### config.mk
export PLATFORM = sky130hd
export DESIGN_NAME = rcr_bank
export DESIGN_NICKNAME = d
export VERILOG_FILES = /design/src/rtl/rcr_pkg.sv /design/src/rtl/rcr_bank.sv
export VERILOG_INCLUDE_DIRS = /design/src /design/src/rtl
export SDC_FILE = /design/constraint.sdc
export NUM_CORES = 1
export LEC_CHECK = 0
export BUFFER_PORTS_ARGS = -buffer_cell sky130_fd_sc_hd__buf_2
export CAP_MARGIN = 15
export CORE_UTILIZATION = 57
export CTS_BUF_LIST = sky130_fd_sc_hd__clkbuf_4 sky130_fd_sc_hd__clkbuf_8
export CTS_CLUSTER_DIAMETER = 30
export DETAILED_ROUTE_END_ITERATION = 10
export GPL_ROUTABILITY_DRIVEN = 0
export PLACE_DENSITY = 0.78
export SYNTH_ARGS = -nofsm -noshare
export SYNTH_HDL_FRONTEND = slang
export SYNTH_SLANG_ARGS = --single-unit
### constraint.sdc
create_clock -name sys_clk -period 1.8 [get_ports sys_clk]
set_input_delay 0.27 -clock sys_clk [delete_from_list [all_inputs] [get_ports sys_clk]]
set_output_delay 0.27 -clock sys_clk [all_outputs]
set_load 0.005 [all_outputs]
### src/rtl/rcr_consts.svh
/*
 Register map and bit positions for the regulator control bank.
 Assumes inclusion by bare name from the bank.
*/
`ifndef RCR_CONSTS_SVH
`define RCR_CONSTS_SVH

// Byte addresses on the internal register port
`define RCR_ADDR_B1_PRI 8'h10
`define RCR_ADDR_B1_CTRL 8'h12
`define RCR_ADDR_B2_PRI 8'h20
`define RCR_ADDR_B2_SEC 8'h21
`define RCR_ADDR_B2_CTRL 8'h22
`define RCR_ADDR_B3_PRI 8'h30
`define RCR_ADDR_B3_SEC 8'h31
`define RCR_ADDR_B3_CTRL 8'h32
`define RCR_ADDR_B4_PRI 8'h40
`define RCR_ADDR_B4_SEC 8'h41
`define RCR_ADDR_B4_CTRL 8'h42
`define RCR_ADDR_L5_LVL 8'h50
`define RCR_ADDR_L5_CTRL 8'h51
`define RCR_ADDR_L6_LVL 8'h58
`define RCR_ADDR_L6_CTRL 8'h59

// Regulator indices
`define RCR_IDX_B1 3'h0
`define RCR_IDX_B2 3'h1
`define RCR_IDX_B3 3'h2
`define RCR_IDX_B4 3'h3
`define RCR_IDX_L5 3'h4
`define RCR_IDX_L6 3'h5

// Control byte bit positions
`define RCR_BIT_EN 7
`define RCR_BIT_MODE 2
`define RCR_BIT_IRQ 1
`define RCR_BIT_PG 0
`define RCR_LVL_MSB 5

// Reset values
`define RCR_LVL_RST 6'h00
`define RCR_BIT_RST 1'b0
`define RCR_BYTE_ZERO 8'h00

`endif

### src/rtl/rcr_pkg.sv
/*
 Types shared by the regulator control bank and its bench.
 Assumes nothing beyond a SystemVerilog compiler.
*/
`default_nettype none

package rcr_pkg;
    typedef logic [5:0] rcr_level_type;
    typedef enum logic [1:0] {
        RCR_FLD_PRI,
        RCR_FLD_SEC,
        RCR_FLD_CTRL
    } rcr_field_type;
    typedef struct packed {
        logic enable;
        logic mode;
        logic faultIrq;
    } rcr_ctrl_type;
    typedef struct packed {
        logic hit;
        logic [2:0] idx;
        rcr_field_type field;
    } rcr_hit_type;
endpackage

`default_nettype wire

### src/rtl/rcr_bank.sv
/*
 Control and status register bank for four switching and two linear
 regulators, with the level-select pin choosing level codes.
 Assumes a transport block in front drives the register port on
 sys_clk, and that power-good and level-select are asynchronous.
*/
// Behaviour
// - Buck 2-4 use primary code, select low
// - Buck 2-4 use secondary code, select high
// - Buck block: primary, secondary, control at 0,1,2; buck 1 has no secondary
// - Linear: code then control, 0x50/0x58
// - Control bit 7 enables the regulator
// - Buck bit 2 selects 180 degree phase
// - Linear bit 2 enables shutdown drain
// - Control bit 1 enables fault interrupts
// - Control bit 0 reads power-good status
`include "rcr_consts.svh"
`default_nettype none

module rcr_bank
    import rcr_pkg::*;
#(
    parameter int NUM_REG = 6,
    parameter int NUM_BUCK = 4
) (
    input wire logic sys_clk, // 250 MHz clock
    input wire logic rst_b, // Async reset, active low
    input wire logic [7:0] regAddr, // Register byte address
    input wire logic regWrEn, // Write strobe, one cycle
    input wire logic [7:0] regWrData, // Write data
    input wire logic regRdEn, // Read strobe, one cycle
    output logic [7:0] regRdData, // Read data, registered
    output logic regRdValid, // Read data valid pulse
    input wire logic level_select_pin, // Async level select
    input wire logic [NUM_REG-1:0] powerGood, // Async power-good
    output logic [NUM_REG-1:0] regEnable, // Regulator on
    output logic [NUM_BUCK-1:0] phaseShift, // Buck 180 deg
    output logic [1:0] shutdown_drain_enable, // Linear drain
    output logic [NUM_REG-1:0] fault_irq_enable, // Fault gate
    output rcr_level_type [NUM_REG-1:0] output_level_code, // Target
    output logic levelSelSynced // Filtered select level
);

    localparam int NSYNC = NUM_REG + 1;

    // Address decode, used by both write and read paths
    function automatic rcr_hit_type decode(input logic [7:0] a);
        rcr_hit_type h;
        h.hit = 1'b1;
        h.idx = `RCR_IDX_B1;
        h.field = RCR_FLD_PRI;
        case (a)
            `RCR_ADDR_B1_PRI: begin
                h.idx = `RCR_IDX_B1;
            end
            `RCR_ADDR_B1_CTRL: begin
                h.idx = `RCR_IDX_B1;
                h.field = RCR_FLD_CTRL;
            end
            `RCR_ADDR_B2_PRI: begin
                h.idx = `RCR_IDX_B2;
            end
            `RCR_ADDR_B2_SEC: begin
                h.idx = `RCR_IDX_B2;
                h.field = RCR_FLD_SEC;
            end
            `RCR_ADDR_B2_CTRL: begin
                h.idx = `RCR_IDX_B2;
                h.field = RCR_FLD_CTRL;
            end
            `RCR_ADDR_B3_PRI: begin
                h.idx = `RCR_IDX_B3;
            end
            `RCR_ADDR_B3_SEC: begin
                h.idx = `RCR_IDX_B3;
                h.field = RCR_FLD_SEC;
            end
            `RCR_ADDR_B3_CTRL: begin
                h.idx = `RCR_IDX_B3;
                h.field = RCR_FLD_CTRL;
            end
            `RCR_ADDR_B4_PRI: begin
                h.idx = `RCR_IDX_B4;
            end
            `RCR_ADDR_B4_SEC: begin
                h.idx = `RCR_IDX_B4;
                h.field = RCR_FLD_SEC;
            end
            `RCR_ADDR_B4_CTRL: begin
                h.idx = `RCR_IDX_B4;
                h.field = RCR_FLD_CTRL;
            end
            `RCR_ADDR_L5_LVL: begin
                h.idx = `RCR_IDX_L5;
            end
            `RCR_ADDR_L5_CTRL: begin
                h.idx = `RCR_IDX_L5;
                h.field = RCR_FLD_CTRL;
            end
            `RCR_ADDR_L6_LVL: begin
                h.idx = `RCR_IDX_L6;
            end
            `RCR_ADDR_L6_CTRL: begin
                h.idx = `RCR_IDX_L6;
                h.field = RCR_FLD_CTRL;
            end
            default: begin
                h.hit = 1'b0;
            end
        endcase
        return h;
    endfunction

    // Synchroniser: bit 0 is level select, the rest power-good
    logic [NSYNC-1:0] syncIn;
    logic [NSYNC-1:0] sync1_q, sync2_q, sync3_q;
    logic [NSYNC-1:0] filt_q, filt_d;

    assign syncIn = {powerGood, level_select_pin};

    // accept a change once stages two and three agree
    genvar g;
    generate
        for (g = 0; g < NSYNC; g++) begin : gFilt
            always_comb begin
                if (sync2_q[g] == sync3_q[g]) begin
                    filt_d[g] = sync2_q[g];
                end else begin
                    filt_d[g] = filt_q[g];
                end
            end
        end
    endgenerate

    // Three stage chain; first stage feeds only the second
    always_ff @(posedge sys_clk or negedge rst_b) begin
        if (!rst_b) begin
            sync1_q <= '0;
            sync2_q <= '0;
            sync3_q <= '0;
            filt_q <= '0;
        end else begin
            sync1_q <= syncIn;
            sync2_q <= sync1_q;
            sync3_q <= sync2_q;
            filt_q <= filt_d;
        end
    end

    logic selLevel;
    logic [NUM_REG-1:0] pgLevel;
    assign selLevel = filt_q[0];
    assign pgLevel = filt_q[NSYNC-1:1];
    assign levelSelSynced = selLevel;

    // Register storage
    rcr_level_type [NUM_REG-1:0] pri_q, pri_d;
    rcr_level_type [NUM_BUCK-1:0] sec_q, sec_d;
    rcr_ctrl_type [NUM_REG-1:0] ctrl_q, ctrl_d;
    rcr_hit_type wrHit;

    assign wrHit = decode(regAddr);

    // Write path; only defined fields are stored
    always_comb begin
        pri_d = pri_q;
        sec_d = sec_q;
        ctrl_d = ctrl_q;
        if (regWrEn && wrHit.hit) begin
            case (wrHit.field)
                RCR_FLD_PRI: begin
                    pri_d[wrHit.idx] = regWrData[`RCR_LVL_MSB:0];
                end
                RCR_FLD_SEC: begin
                    sec_d[wrHit.idx[1:0]] =
                        regWrData[`RCR_LVL_MSB:0];
                end
                RCR_FLD_CTRL: begin
                    ctrl_d[wrHit.idx].enable = regWrData[`RCR_BIT_EN];
                    // phase or drain from bit 2
                    ctrl_d[wrHit.idx].mode = regWrData[`RCR_BIT_MODE];
                    ctrl_d[wrHit.idx].faultIrq =
                        regWrData[`RCR_BIT_IRQ];
                end
                default: begin
                    ctrl_d = ctrl_q;
                end
            endcase
        end
    end

    // Register storage flops; reset leaves every regulator off
    always_ff @(posedge sys_clk or negedge rst_b) begin
        if (!rst_b) begin
            for (int i = 0; i < NUM_REG; i++) begin
                pri_q[i] <= `RCR_LVL_RST;
                ctrl_q[i] <= '{`RCR_BIT_RST, `RCR_BIT_RST,
                               `RCR_BIT_RST};
            end
            for (int i = 0; i < NUM_BUCK; i++) begin
                sec_q[i] <= `RCR_LVL_RST;
            end
        end else begin
            pri_q <= pri_d;
            sec_q <= sec_d;
            ctrl_q <= ctrl_d;
        end
    end

    // Control outputs straight from the flops
    generate
        for (g = 0; g < NUM_REG; g++) begin : gCtrl
            assign regEnable[g] = ctrl_q[g].enable;
            assign fault_irq_enable[g] = ctrl_q[g].faultIrq;
        end
        for (g = 0; g < NUM_BUCK; g++) begin : gPhase
            // bucks use bit 2 as phase
            assign phaseShift[g] = ctrl_q[g].mode;
        end
        for (g = 0; g < 2; g++) begin : gDrain
            // linears use bit 2 as drain
            assign shutdown_drain_enable[g] =
                ctrl_q[NUM_BUCK+g].mode;
        end
    endgenerate

    // Target level selection, registered for clean outputs
    rcr_level_type [NUM_REG-1:0] lvl_q, lvl_d;

    always_comb begin
        lvl_d = pri_q;
        for (int i = `RCR_IDX_B2; i < NUM_BUCK; i++) begin
            lvl_d[i] = selLevel ? sec_q[i] : pri_q[i];
        end
    end

    always_ff @(posedge sys_clk or negedge rst_b) begin
        if (!rst_b) begin
            lvl_q <= '0;
        end else begin
            lvl_q <= lvl_d;
        end
    end

    assign output_level_code = lvl_q;

    // Read path; unmapped addresses answer zero
    logic [7:0] rdData_q, rdData_d;
    logic rdValid_q, rdValid_d;

    always_comb begin
        rdData_d = rdData_q;
        rdValid_d = regRdEn;
        if (regRdEn) begin
            rdData_d = `RCR_BYTE_ZERO;
            if (wrHit.hit) begin
                case (wrHit.field)
                    RCR_FLD_PRI: begin
                        rdData_d[`RCR_LVL_MSB:0] = pri_q[wrHit.idx];
                    end
                    RCR_FLD_SEC: begin
                        rdData_d[`RCR_LVL_MSB:0] =
                            sec_q[wrHit.idx[1:0]];
                    end
                    RCR_FLD_CTRL: begin
                        rdData_d[`RCR_BIT_EN] =
                            ctrl_q[wrHit.idx].enable;
                        rdData_d[`RCR_BIT_MODE] =
                            ctrl_q[wrHit.idx].mode;
                        rdData_d[`RCR_BIT_IRQ] =
                            ctrl_q[wrHit.idx].faultIrq;
                        rdData_d[`RCR_BIT_PG] = pgLevel[wrHit.idx];
                    end
                    default: begin
                        rdData_d = `RCR_BYTE_ZERO;
                    end
                endcase
            end
        end
    end

    // Read data holds until the next read strobe
    always_ff @(posedge sys_clk or negedge rst_b) begin
        if (!rst_b) begin
            rdData_q <= `RCR_BYTE_ZERO;
            rdValid_q <= 1'b0;
        end else begin
            rdData_q <= rdData_d;
            rdValid_q <= rdValid_d;
        end
    end

    assign regRdData = rdData_q;
    assign regRdValid = rdValid_q;

endmodule

`default_nettype wire

==> flow_summary.html, run 1 <==
<table>
<tr><th>Metric</th><th>Value</th></tr>
<tr><th colspan="2">STA</th></tr>
<tr><td>Finish-stage setup viols</td><td>36</td></tr>
<tr><td>Hold slack final</td><td>approximately 0.17 ns</td></tr>
<tr><td>Max transition margin</td><td>around 64%</td></tr>
<tr><td>Setup clock skew after layout</td><td>0.0132 ns</td></tr>
<tr><td>Tmin final</td><td>around 2 ns</td></tr>
<tr><td>Transition time at the pin with the least slew margin</td><td>0.534 ns</td></tr>
<tr><td>FMAX</td><td>508 MHz</td></tr>
<tr><td>Count of endpoints failing hold in the final timing report</td><td>0</td></tr>
<tr><td>Worst Slack Setup Final</td><td>-0.170 ns</td></tr>
<tr><td>Final max-slew violation count</td><td>0</td></tr>
<tr><td>Unrepaired setup endpoints after global routing</td><td>true</td></tr>
<tr><td>Crit share post-route</td><td>109%</td></tr>
<tr><th colspan="2">Synthesis</th></tr>
<tr><td>Portion of synthesized cell area occupied by the leading cell type</td><td>63.1%</td></tr>
<tr><td>Sequential share of the synthesized area</td><td>63.1%</td></tr>
<tr><td>Number of enable flip-flop cells after synthesis</td><td>0</td></tr>
<tr><td>Warnings from Yosys</td><td>0</td></tr>
<tr><td>Top flip-flop cell by instance count after synthesis</td><td>sky130_fd_sc_hd__dfrtp_1</td></tr>
<tr><td>Cells after synthesis</td><td>416</td></tr>
<tr><td>Dominant cells by area after synthesis</td><td>sky130_fd_sc_hd__dfrtp_1, sky130_fd_sc_hd__mux2_2, sky130_fd_sc_hd__clkbuf_1</td></tr>
<tr><td>Syn nets</td><td>443</td></tr>
<tr><td>Share of flip-flops with an asynchronous set or reset after synthesis</td><td>100%</td></tr>
<tr><td>Avg Cell Area, Syn</td><td>14.2 sq um</td></tr>
<tr><td>#FFs+latches synth</td><td>149</td></tr>
<tr><td>Largest area contributor in the netlist</td><td>sky130_fd_sc_hd__dfrtp_1</td></tr>
<tr><td>Synth Cell Area</td><td>roughly 5900 sq um</td></tr>
<tr><td>Post-synth cell types</td><td>53</td></tr>
<tr><th colspan="2">Drt</th></tr>
<tr><td>Routed len/inst</td><td>between 20 and 25 um</td></tr>
<tr><td>Total wirelength of the detailed-routed design</td><td>14900 um</td></tr>
<tr><td>Drt first pass iters</td><td>5</td></tr>
<tr><td>Via count</td><td>approximately 4.3k</td></tr>
<tr><td>Remaining routing DRC violations</td><td>0</td></tr>
<tr><td>Initial DRC count</td><td>283</td></tr>
<tr><td>DR vias/cell</td><td>5.97</td></tr>
<tr><td>Number of nets with antenna violations after detailed routing</td><td>0</td></tr>
<tr><th colspan="2">Floorplanning</th></tr>
<tr><td>Standard-cell rows</td><td>36</td></tr>
<tr><td>Die Height</td><td>just over 100 um</td></tr>
<tr><td>Die width</td><td>104 um</td></tr>
<tr><td>DIE AREA</td><td>10800 sq um</td></tr>
<tr><td>Core Footprint</td><td>9910 sq um</td></tr>
<tr><td>I/O pin cnt</td><td>just over 90</td></tr>
<tr><td>Starting density of the core</td><td>approximately 60%</td></tr>
<tr><th colspan="2">Critical path</th></tr>
<tr><td>Crit Path Category</td><td>input port to flip-flop</td></tr>
<tr><td>Required time of the critical path</td><td>2.13 ns</td></tr>
<tr><td>Highest net fanout along the worst path</td><td>6</td></tr>
<tr><td>Critical path launch point type</td><td>input port</td></tr>
<tr><td>Crit path capture type</td><td>flip-flop</td></tr>
<tr><td>Logic depth of the worst register-to-register path</td><td>6</td></tr>
<tr><td>Minimum setup slack among reg-to-reg paths</td><td>~0.36 ns</td></tr>
<tr><td>Data arrival, critical path</td><td>between 2 and 2.5 ns</td></tr>
<tr><th colspan="2">GRT</th></tr>
<tr><td>Vias in the first global route</td><td>approximately 4.4k</td></tr>
<tr><td>Global-route wire length before repair</td><td>about 23000 um</td></tr>
<tr><td>Global Route Usage Sum</td><td>29.3%</td></tr>
<tr><td>Total congestion overflow after global routing</td><td>0</td></tr>
<tr><td>Antenna violations before repair</td><td>0</td></tr>
<tr><td>Largest net degree at the start of global routing</td><td>between 50 and 60</td></tr>
<tr><th colspan="2">CTS</th></tr>
<tr><td>CTS tree</td><td>yes</td></tr>
<tr><td>Clock input transition at the sequential cells of the worst setup and hold paths</td><td>0.07 ns</td></tr>
<tr><td>TritonCTS Sinks</td><td>149</td></tr>
<tr><td>Clk_lat worst skew</td><td>0.45 ns</td></tr>
<tr><td>Number of buffers created by CTS</td><td>17</td></tr>
<tr><td>Root Driver</td><td>sky130_fd_sc_hd__clkbuf_8</td></tr>
<tr><td>Maximum root-to-sink buffer count</td><td>2</td></tr>
<tr><td>Number of levels in the clock H-tree</td><td>4</td></tr>
<tr><th colspan="2">Finish</th></tr>
<tr><td>Final std cell area, no fill</td><td>7750 sq um</td></tr>
<tr><td>Fraction of layout cells with a size suffix above 1</td><td>52.0%</td></tr>
<tr><td>Area growth syn-to-layout</td><td>31.1%</td></tr>
<tr><td>Finished Core Util</td><td>78.2%</td></tr>
<tr><td>Number of nets at the end of the flow</td><td>around 600</td></tr>
<tr><td>Number of diodes</td><td>0</td></tr>
<tr><th colspan="2">Pwr</th></tr>
<tr><td>Total power divided by cell area</td><td>862 nW/um^2</td></tr>
<tr><td>Static leakage</td><td>approximately 3.9 nW</td></tr>
<tr><td>Maximum resistive drop on vdd</td><td>0.000688 V</td></tr>
<tr><td>Pwr Total</td><td>0.00668 W</td></tr>
<tr><th colspan="2">Outcome</th></tr>
<tr><td>Run status</td><td>complete, but fails checks</td></tr>
<tr><td>Violated checks</td><td>setup timing</td></tr>
<tr><th colspan="2">Placed design</th></tr>
<tr><td>HPWL after DPL</td><td>10400 um</td></tr>
<tr><td>Worst setup slack before clock tree synthesis</td><td>-0.748 ns</td></tr>
<tr><td>Cell Area, Placed</td><td>7090 sq um</td></tr>
<tr><td>Port bufs</td><td>88</td></tr>
<tr><th colspan="2">Hold path</th></tr>
<tr><td>Number of cells traversed by the worst hold path</td><td>2</td></tr>
<tr><td>Hold Path Class</td><td>input port to flip-flop</td></tr>
<tr><th colspan="2">Run</th></tr>
<tr><td>Number of max-capacitance violations reported</td><td>0</td></tr>
</table>
-- Yosys cell counts, types with 2 or more instances --
cell type,n
sky130_fd_sc_hd__a22o_1,3
sky130_fd_sc_hd__a22oi_1,8
sky130_fd_sc_hd__a31oi_1,3
sky130_fd_sc_hd__clkbuf_1,19
sky130_fd_sc_hd__nand4_1,3
sky130_fd_sc_hd__o22a_1,5
sky130_fd_sc_hd__and2_1,3
sky130_fd_sc_hd__o22ai_1,9
sky130_fd_sc_hd__buf_4,2
sky130_fd_sc_hd__o221ai_1,4
sky130_fd_sc_hd__buf_2,2
sky130_fd_sc_hd__nand3_1,11
sky130_fd_sc_hd__inv_1,2
sky130_fd_sc_hd__nor2b_1,3
sky130_fd_sc_hd__o211ai_1,3
sky130_fd_sc_hd__a221oi_1,5
sky130_fd_sc_hd__a221o_1,3
sky130_fd_sc_hd__nor2_1,9
sky130_fd_sc_hd__nand2_1,18
sky130_fd_sc_hd__and3_1,4
sky130_fd_sc_hd__mux2_2,90
sky130_fd_sc_hd__a32oi_1,3
sky130_fd_sc_hd__or4_1,3
sky130_fd_sc_hd__dfrtp_1,149
sky130_fd_sc_hd__or3_1,2
sky130_fd_sc_hd__a21oi_1,8
sky130_fd_sc_hd__o221a_2,3
sky130_fd_sc_hd__nor2_4,5
sky130_fd_sc_hd__maj3_1,7
sky130_fd_sc_hd__o21ai_0,3
sky130_fd_sc_hd__nand2b_1,2
-- registers in the layout, indices dropped and copies added (netlist names) --
| name | flops |
|---|---|
| output_level_code | 36 |
| sec_q | 23 |
| lvl_d | 18 |
| pri_q | 18 |
| filt_q | 7 |
| regRdData | 7 |
| sync1_q | 7 |
| sync2_q | 7 |
| sync3_q | 7 |
| fault_irq_enable | 6 |
| regEnable | 6 |
| phaseShift | 4 |
| shutdown_drain_enable | 2 |
| regRdValid | 1 |
-- metrics by stage --
stage / cells / TNS (ns)
6_report: 718 / -5.30
2_1_floorplan: 416 / -25.64
4_1_cts: 717 / -4.86
5_1_grt: 718 / -6.68
3_3_place_gp: 674 / -37.14
3_5_place_dp: 674 / -40.34
-- report_power, final --
group	leakage, nW	switching (W)	total [W]	internal (W)
combinational	1.67	0.000304	0.000631	0.000326
sequential	1.99	0.000117	0.00362	0.00350
clock	0.202	0.00111	0.00243	0.00132
total	3.87	0.00153	0.00668	0.00514
-- layout make-up --
cell class                      count  area, sq um
Clock inverter                      4         45.0
Clock buffer                       26          333
Sequential cell                   149         3730
Fill cell                         605         2160
Multi-Input combinational cell    241         2350
Inverter                            2         7.51
Tap cell                          133          166
Timing Repair Buffer              163         1120
-- what timing repair did --
action	in CTS	in global routing
hold buffers	9	0
buffers inserted	4	2
gates resized for setup	21	16
pin swaps	6	10
hold endpoints to repair	57	0
endpoints found under the setup margin	44	47
-- cells by family (layout without fill, tap and decap cells) --
| group | Yosys count | in the layout | share of synthesized area, % |
|---|---|---|---|
| flip-flops | 149 | 149 | 63.1 |
| multiplexers | 91 | 91 | 17.3 |
| AND/OR/NAND/NOR | 73 | 73 | 7.54 |
| AO/OA/AOI/OAI | 69 | 69 | 9.00 |
| buffers and inverters | 26 | 195 | 1.82 |
| adder cells (fa/ha/maj) | 7 | 7 | 1.19 |
| other | 1 | 1 | 0.0634 |
-- placed cells by master, fill, tap and decap left out, drive strengths merged, types with 4 or more instances in the layout --
master / n
buf: 154
dfrtp: 149
mux2: 90
clkbuf: 26
nand2: 18
nor2: 14
nand3: 11
o22ai: 9
dlygate4sd3: 9
a22oi: 8
a21oi: 8
maj3: 7
o22a: 5
a221oi: 5
o221ai: 4
and2: 4
and3: 4
-- layer usage --
layer  GRT usage (%)  part of all wire, %  up-vias
met3            5.73                  6.3       49
met4            15.3                  3.5        0
met2            45.9                   48      223
met5               0                    0        -
met1            39.1                   42     2149
li1                -                    -     1864
-- worst max-delay path, cell delays in order --
cell                      delay, ns
sky130_fd_sc_hd__buf_8         0.10
sky130_fd_sc_hd__or3b_4        0.41
sky130_fd_sc_hd__a21oi_4       0.17
sky130_fd_sc_hd__a21oi_4       0.07
sky130_fd_sc_hd__or4b_4        0.51
sky130_fd_sc_hd__buf_6         0.15
sky130_fd_sc_hd__nor3_4        0.12
sky130_fd_sc_hd__buf_6         0.17
sky130_fd_sc_hd__mux2_4        0.30
-- path summary, 6_finish.rpt --
| kind | start | endpoint |
|---|---|---|
| min in group asynchronous | rst_b | output_level_code[6]$_DFF_PN0_ |
| setup / recovery | regAddr[4] | lvl_d[29]$_DFFE_PN0P_ |
| setup reg to reg | shutdown_drain_enable[1]$_DFFE_PN0P_ | regRdData[2]$_DFFE_PN0P_ |
| max in group asynchronous | rst_b | regEnable[3]$_DFFE_PN0P_ |
| hold reg to reg | sync1_q[4]$_DFF_PN0_ | sync2_q[4]$_DFF_PN0_ |
| hold / removal | regWrData[7] | regEnable[5]$_DFFE_PN0P_ |
(Power assumes the default switching activity.)
==> inputs of run 2 (changes only) <==
--- a/config.mk
+++ b/config.mk
@@ -6,6 +6,7 @@
 export SDC_FILE = /design/constraint.sdc
 export NUM_CORES = 1
 export LEC_CHECK = 0
+export ABC_AREA = 1
 export BUFFER_PORTS_ARGS = -buffer_cell sky130_fd_sc_hd__buf_2
 export CAP_MARGIN = 15
 export CORE_UTILIZATION = 57
==> flow_summary.html, run 2 <==
<table>
<tr><th>Metric</th><th>Value</th></tr>
<tr><th colspan="2">Outcome</th></tr>
<tr><td>Run status</td><td>completed</td></tr>
<tr><th colspan="2">CTS</th></tr>
<tr><td>Number of buffers created by CTS</td><td>17</td></tr>
<tr><td>CTS tree</td><td>yes</td></tr>
<tr><td>Root Driver</td><td>sky130_fd_sc_hd__clkbuf_8</td></tr>
<tr><td>Maximum root-to-sink buffer count</td><td>2</td></tr>
<tr><td>Buffer count from post-CTS setup fixing</td><td>0</td></tr>
<tr><td>TritonCTS Sinks</td><td>150</td></tr>
<tr><td>Clk_lat worst skew</td><td>0.45 ns</td></tr>
<tr><td>Number of levels in the clock H-tree</td><td>4</td></tr>
<tr><td>Clock input transition at the sequential cells of the worst setup and hold paths</td><td>0.09 ns</td></tr>
<tr><th colspan="2">GRT</th></tr>
<tr><td>Largest net degree at the start of global routing</td><td>between 50 and 60</td></tr>
<tr><td>Global-route wire length before repair</td><td>roughly 24000 um</td></tr>
<tr><td>Total congestion overflow after global routing</td><td>0</td></tr>
<tr><td>GR Layer Usage met1</td><td>38.0%</td></tr>
<tr><td>Antenna violations before repair</td><td>0</td></tr>
<tr><td>GR Layer Usage met2</td><td>roughly 45%</td></tr>
<tr><td>Global Route Usage Sum</td><td>28.7%</td></tr>
<tr><td>GRT Max-Usage Layer</td><td>met2</td></tr>
<tr><td>Global routing usage on met3</td><td>6.93%</td></tr>
<tr><td>Vias in the first global route</td><td>4851</td></tr>
<tr><th colspan="2">Drt</th></tr>
<tr><td>Total wirelength of the detailed-routed design</td><td>15100 um</td></tr>
<tr><td>Drt first pass iters</td><td>5</td></tr>
<tr><td>Remaining routing DRC violations</td><td>0</td></tr>
<tr><td>DR vias/cell</td><td>5.38</td></tr>
<tr><td>Via count</td><td>5074</td></tr>
<tr><td>Initial DRC count</td><td>317</td></tr>
<tr><td>Number of nets with antenna violations after detailed routing</td><td>0</td></tr>
<tr><td>Routed len/inst</td><td>16.0 um</td></tr>
<tr><th colspan="2">Synthesis</th></tr>
<tr><td>Top flip-flop cell by instance count after synthesis</td><td>sky130_fd_sc_hd__dfrtp_1</td></tr>
<tr><td>Ranking of synthesized cells by instance count</td><td>sky130_fd_sc_hd__nand2_1, sky130_fd_sc_hd__dfrtp_1, sky130_fd_sc_hd__inv_1</td></tr>
<tr><td>Synth Cell Area</td><td>6220 sq um</td></tr>
<tr><td>Dominant cells by area after synthesis</td><td>sky130_fd_sc_hd__dfrtp_1, sky130_fd_sc_hd__nand2_1, sky130_fd_sc_hd__o21ai_0</td></tr>
<tr><td>Sequential share of the synthesized area</td><td>60.3%</td></tr>
<tr><td>#FFs+latches synth</td><td>150</td></tr>
<tr><td>Most common cell in the synthesized netlist</td><td>sky130_fd_sc_hd__nand2_1</td></tr>
<tr><td>Largest area contributor in the netlist</td><td>sky130_fd_sc_hd__dfrtp_1</td></tr>
<tr><td>Portion of synthesized cell area occupied by the leading cell type</td><td>60.3%</td></tr>
<tr><td>Number of enable flip-flop cells after synthesis</td><td>0</td></tr>
<tr><td>Share of flip-flops with an asynchronous set or reset after synthesis</td><td>100%</td></tr>
<tr><td>Syn nets</td><td>693</td></tr>
<tr><td>Post-synth cell types</td><td>31</td></tr>
<tr><td>Warnings from Yosys</td><td>0</td></tr>
<tr><td>Avg Cell Area, Syn</td><td>~9.3 sq um</td></tr>
<tr><td>Cells after synthesis</td><td>~670</td></tr>
<tr><th colspan="2">STA</th></tr>
<tr><td>Finish-stage setup viols</td><td>0</td></tr>
<tr><td>FMAX</td><td>around 630 MHz</td></tr>
<tr><td>Tmin final</td><td>1.59 ns</td></tr>
<tr><td>Worst Slack Setup Final</td><td>approximately 0.21 ns</td></tr>
<tr><td>Crit share post-route</td><td>88.3%</td></tr>
<tr><td>Unrepaired setup endpoints after global routing</td><td>false</td></tr>
<tr><td>Final max-slew violation count</td><td>0</td></tr>
<tr><td>Count of endpoints failing hold in the final timing report</td><td>0</td></tr>
<tr><td>Setup clock skew after layout</td><td>0.0122 ns</td></tr>
<tr><td>Max transition margin</td><td>around 66%</td></tr>
<tr><td>Transition time at the pin with the least slew margin</td><td>0.517 ns</td></tr>
<tr><th colspan="2">Pwr</th></tr>
<tr><td>Sw frac</td><td>24.8%</td></tr>
<tr><td>Total power divided by cell area</td><td>941 nW/um^2</td></tr>
<tr><td>Switching power summed over all nets</td><td>0.00177 W</td></tr>
<tr><td>Combinational share of power</td><td>9.3%</td></tr>
<tr><td>Total internal power</td><td>0.00538 W</td></tr>
<tr><td>Static leakage</td><td>3.95 nW</td></tr>
<tr><td>Power share of the sequential group</td><td>51.3%</td></tr>
<tr><td>Maximum resistive drop on vdd</td><td>0.000851 V</td></tr>
<tr><td>Portion of total power attributed to the clock network</td><td>39.4%</td></tr>
<tr><th colspan="2">Placed design</th></tr>
<tr><td>HPWL after DPL</td><td>10600 um</td></tr>
<tr><td>Port bufs</td><td>between 80 and 90</td></tr>
<tr><td>Cell Area, Placed</td><td>7080 sq um</td></tr>
<tr><td>Worst setup slack before clock tree synthesis</td><td>-0.193 ns</td></tr>
<tr><th colspan="2">Critical path</th></tr>
<tr><td>Worst r2r dst</td><td>output_level_code[11]$_DFF_PN0_</td></tr>
<tr><td>Required time of the critical path</td><td>around 1.5 ns</td></tr>
<tr><td>Worst reg2reg startpoint</td><td>filt_q[0]$_DFFE_PN0N_</td></tr>
<tr><td>Count of buffering cells on the critical path with inverters included</td><td>1</td></tr>
<tr><td>Logic depth of the worst register-to-register path</td><td>3</td></tr>
<tr><td>Crit Path Category</td><td>flip-flop to output port</td></tr>
<tr><td>Data arrival, critical path</td><td>1.32 ns</td></tr>
<tr><td>Highest net fanout along the worst path</td><td>29</td></tr>
<tr><td>Minimum setup slack among reg-to-reg paths</td><td>0.50 ns</td></tr>
<tr><td>Critical path launch point type</td><td>flip-flop</td></tr>
<tr><td>Cell with the largest stage delay on the worst path</td><td>sky130_fd_sc_hd__dfrtp_2</td></tr>
<tr><td>Crit path capture type</td><td>output port</td></tr>
<tr><td>Largest delay share family, worst path</td><td>flip-flops</td></tr>
<tr><td>Maximum single-stage delay on the critical path</td><td>0.68 ns</td></tr>
<tr><td>Series of cell instances along the critical path</td><td>buf_2</td></tr>
<tr><th colspan="2">Finish</th></tr>
<tr><td>Final std cell area, no fill</td><td>7600 sq um</td></tr>
<tr><td>Fraction of layout cells with a size suffix above 1</td><td>approximately a quarter</td></tr>
<tr><td>Number of diodes</td><td>0</td></tr>
<tr><td>Commonest non-fill, non-tap cell in the layout</td><td>sky130_fd_sc_hd__nand2_1</td></tr>
<tr><td>Number of flip-flops in the largest register</td><td>36</td></tr>
<tr><td>Filler cell count</td><td>780</td></tr>
<tr><td>Commonest cells after routing, fill and taps aside</td><td>sky130_fd_sc_hd__nand2_1, sky130_fd_sc_hd__dfrtp_1, sky130_fd_sc_hd__buf_2, sky130_fd_sc_hd__inv_1, sky130_fd_sc_hd__o21ai_0</td></tr>
<tr><td>Number of nets at the end of the flow</td><td>823</td></tr>
<tr><td>Area growth syn-to-layout</td><td>22.1%</td></tr>
<tr><th colspan="2">Floorplanning</th></tr>
<tr><td>Die width</td><td>106 um</td></tr>
<tr><td>Standard-cell rows</td><td>37</td></tr>
<tr><td>DIE AREA</td><td>around 11000 sq um</td></tr>
<tr><td>Core Footprint</td><td>between 10000 and 15000 sq um</td></tr>
<tr><td>I/O pin cnt</td><td>just over 90</td></tr>
<tr><td>Starting density of the core</td><td>59.5%</td></tr>
<tr><td>Die Height</td><td>106 um</td></tr>
<tr><th colspan="2">Hold path</th></tr>
<tr><td>Min-Delay Endpoint</td><td>sec_q[16]$_DFFE_PN0P_</td></tr>
<tr><td>Hold Path Class</td><td>input port to flip-flop</td></tr>
<tr><td>Hold path start</td><td>regWrData[4]</td></tr>
<tr><td>Number of cells traversed by the worst hold path</td><td>3</td></tr>
<tr><th colspan="2">Run</th></tr>
<tr><td>Number of max-capacitance violations reported</td><td>0</td></tr>
</table>
## run 2: cell types whose count changed after synthesis, sizes merged, moves of 15 or more
cell	previous run	this run
nor2	14	50
mux2	90	0
inv	2	76
nand3	11	26
o21ai	3	88
nand2	18	192
## run 2: worst max path at each step
stage / slack, ns / cells after the start / start / to
2_1_floorplan: 0.13 / 14 / regAddr[7] / sec_q[13]$_DFFE_PN0P_
3_3_place_gp: -0.13 / 14 / regAddr[3] / regRdData[0]$_DFFE_PN0P_
3_5_place_dp: -0.19 / 14 / regAddr[3] / regRdData[0]$_DFFE_PN0P_
4_1_cts: 0.20 / 1 / filt_q[0]$_DFFE_PN0N_ / levelSelSynced
5_1_grt: 0.02 / 14 / regAddr[3] / regRdData[1]$_DFFE_PN0P_
6_report: 0.21 / 1 / filt_q[0]$_DFFE_PN0N_ / levelSelSynced
## run 2: kinds of logic after synthesis
kind of cell | share of synthesized area (%)
buffers and inverters | 7.50
other | 0.0603
adder cells (fa/ha/maj) | 1.13
AND/OR/NAND/NOR | 19.4
flip-flops | 60.3
AO/OA/AOI/OAI | 11.6
## run 2: stage by stage
stage	total power, W	utilization, %	setup TNS (ns)	hold slack (ns)	std cells
2_1_floorplan	0.00400	-	0	-0.0256	666
3_3_place_gp	0.00434	67.6	-2.59	0.251	904
3_5_place_dp	0.00438	67.6	-8.09	0.259	904
4_1_cts	0.00718	72.6	0	0.0683	944
5_1_grt	0.00745	72.6	0	0.0601	944
6_report	0.00715	72.6	0	0.0805	944
## run 2: metal layers
| layer | share of wire (%) | up-vias |
|---|---|---|
| met4 | 3.1 | 0 |
| met2 | 47 | 251 |
| met1 | 42 | 2407 |
| met3 | 7.6 | 48 |
| li1 | - | 2368 |
| met5 | 0 | - |
## run 2: cell type report
cell class,instances,area (sq um),share of cell area (%)
clock buffer,20,256,3.38
clock inverter,11,174,2.29
inverter,77,290,3.82
multi-input combinational,408,2000,26.4
sequential,150,3750,49.4
tap,136,170,2.24
timing repair buffer,142,950,12.5
## run 2: repair_timing
action / 4_1_cts / 5_1_grt
hold buffers: 9 / 0
setup endpoints to repair: 1 / 0
endpoints found under the hold margin: 54 / 0
resized for setup: 1 / 0
## run 2: power by group through the flow
stage / combinational, W / clock (W) / sequential, W
2_1_floorplan: 0.000298 / 0 / 0.00370
3_3_place_gp: 0.000629 / 0 / 0.00371
3_5_place_dp: 0.000646 / 0 / 0.00373
4_1_cts: 0.000669 / 0.00284 / 0.00367
5_1_grt: 0.000749 / 0.00301 / 0.00369
6_report: 0.000668 / 0.00282 / 0.00366
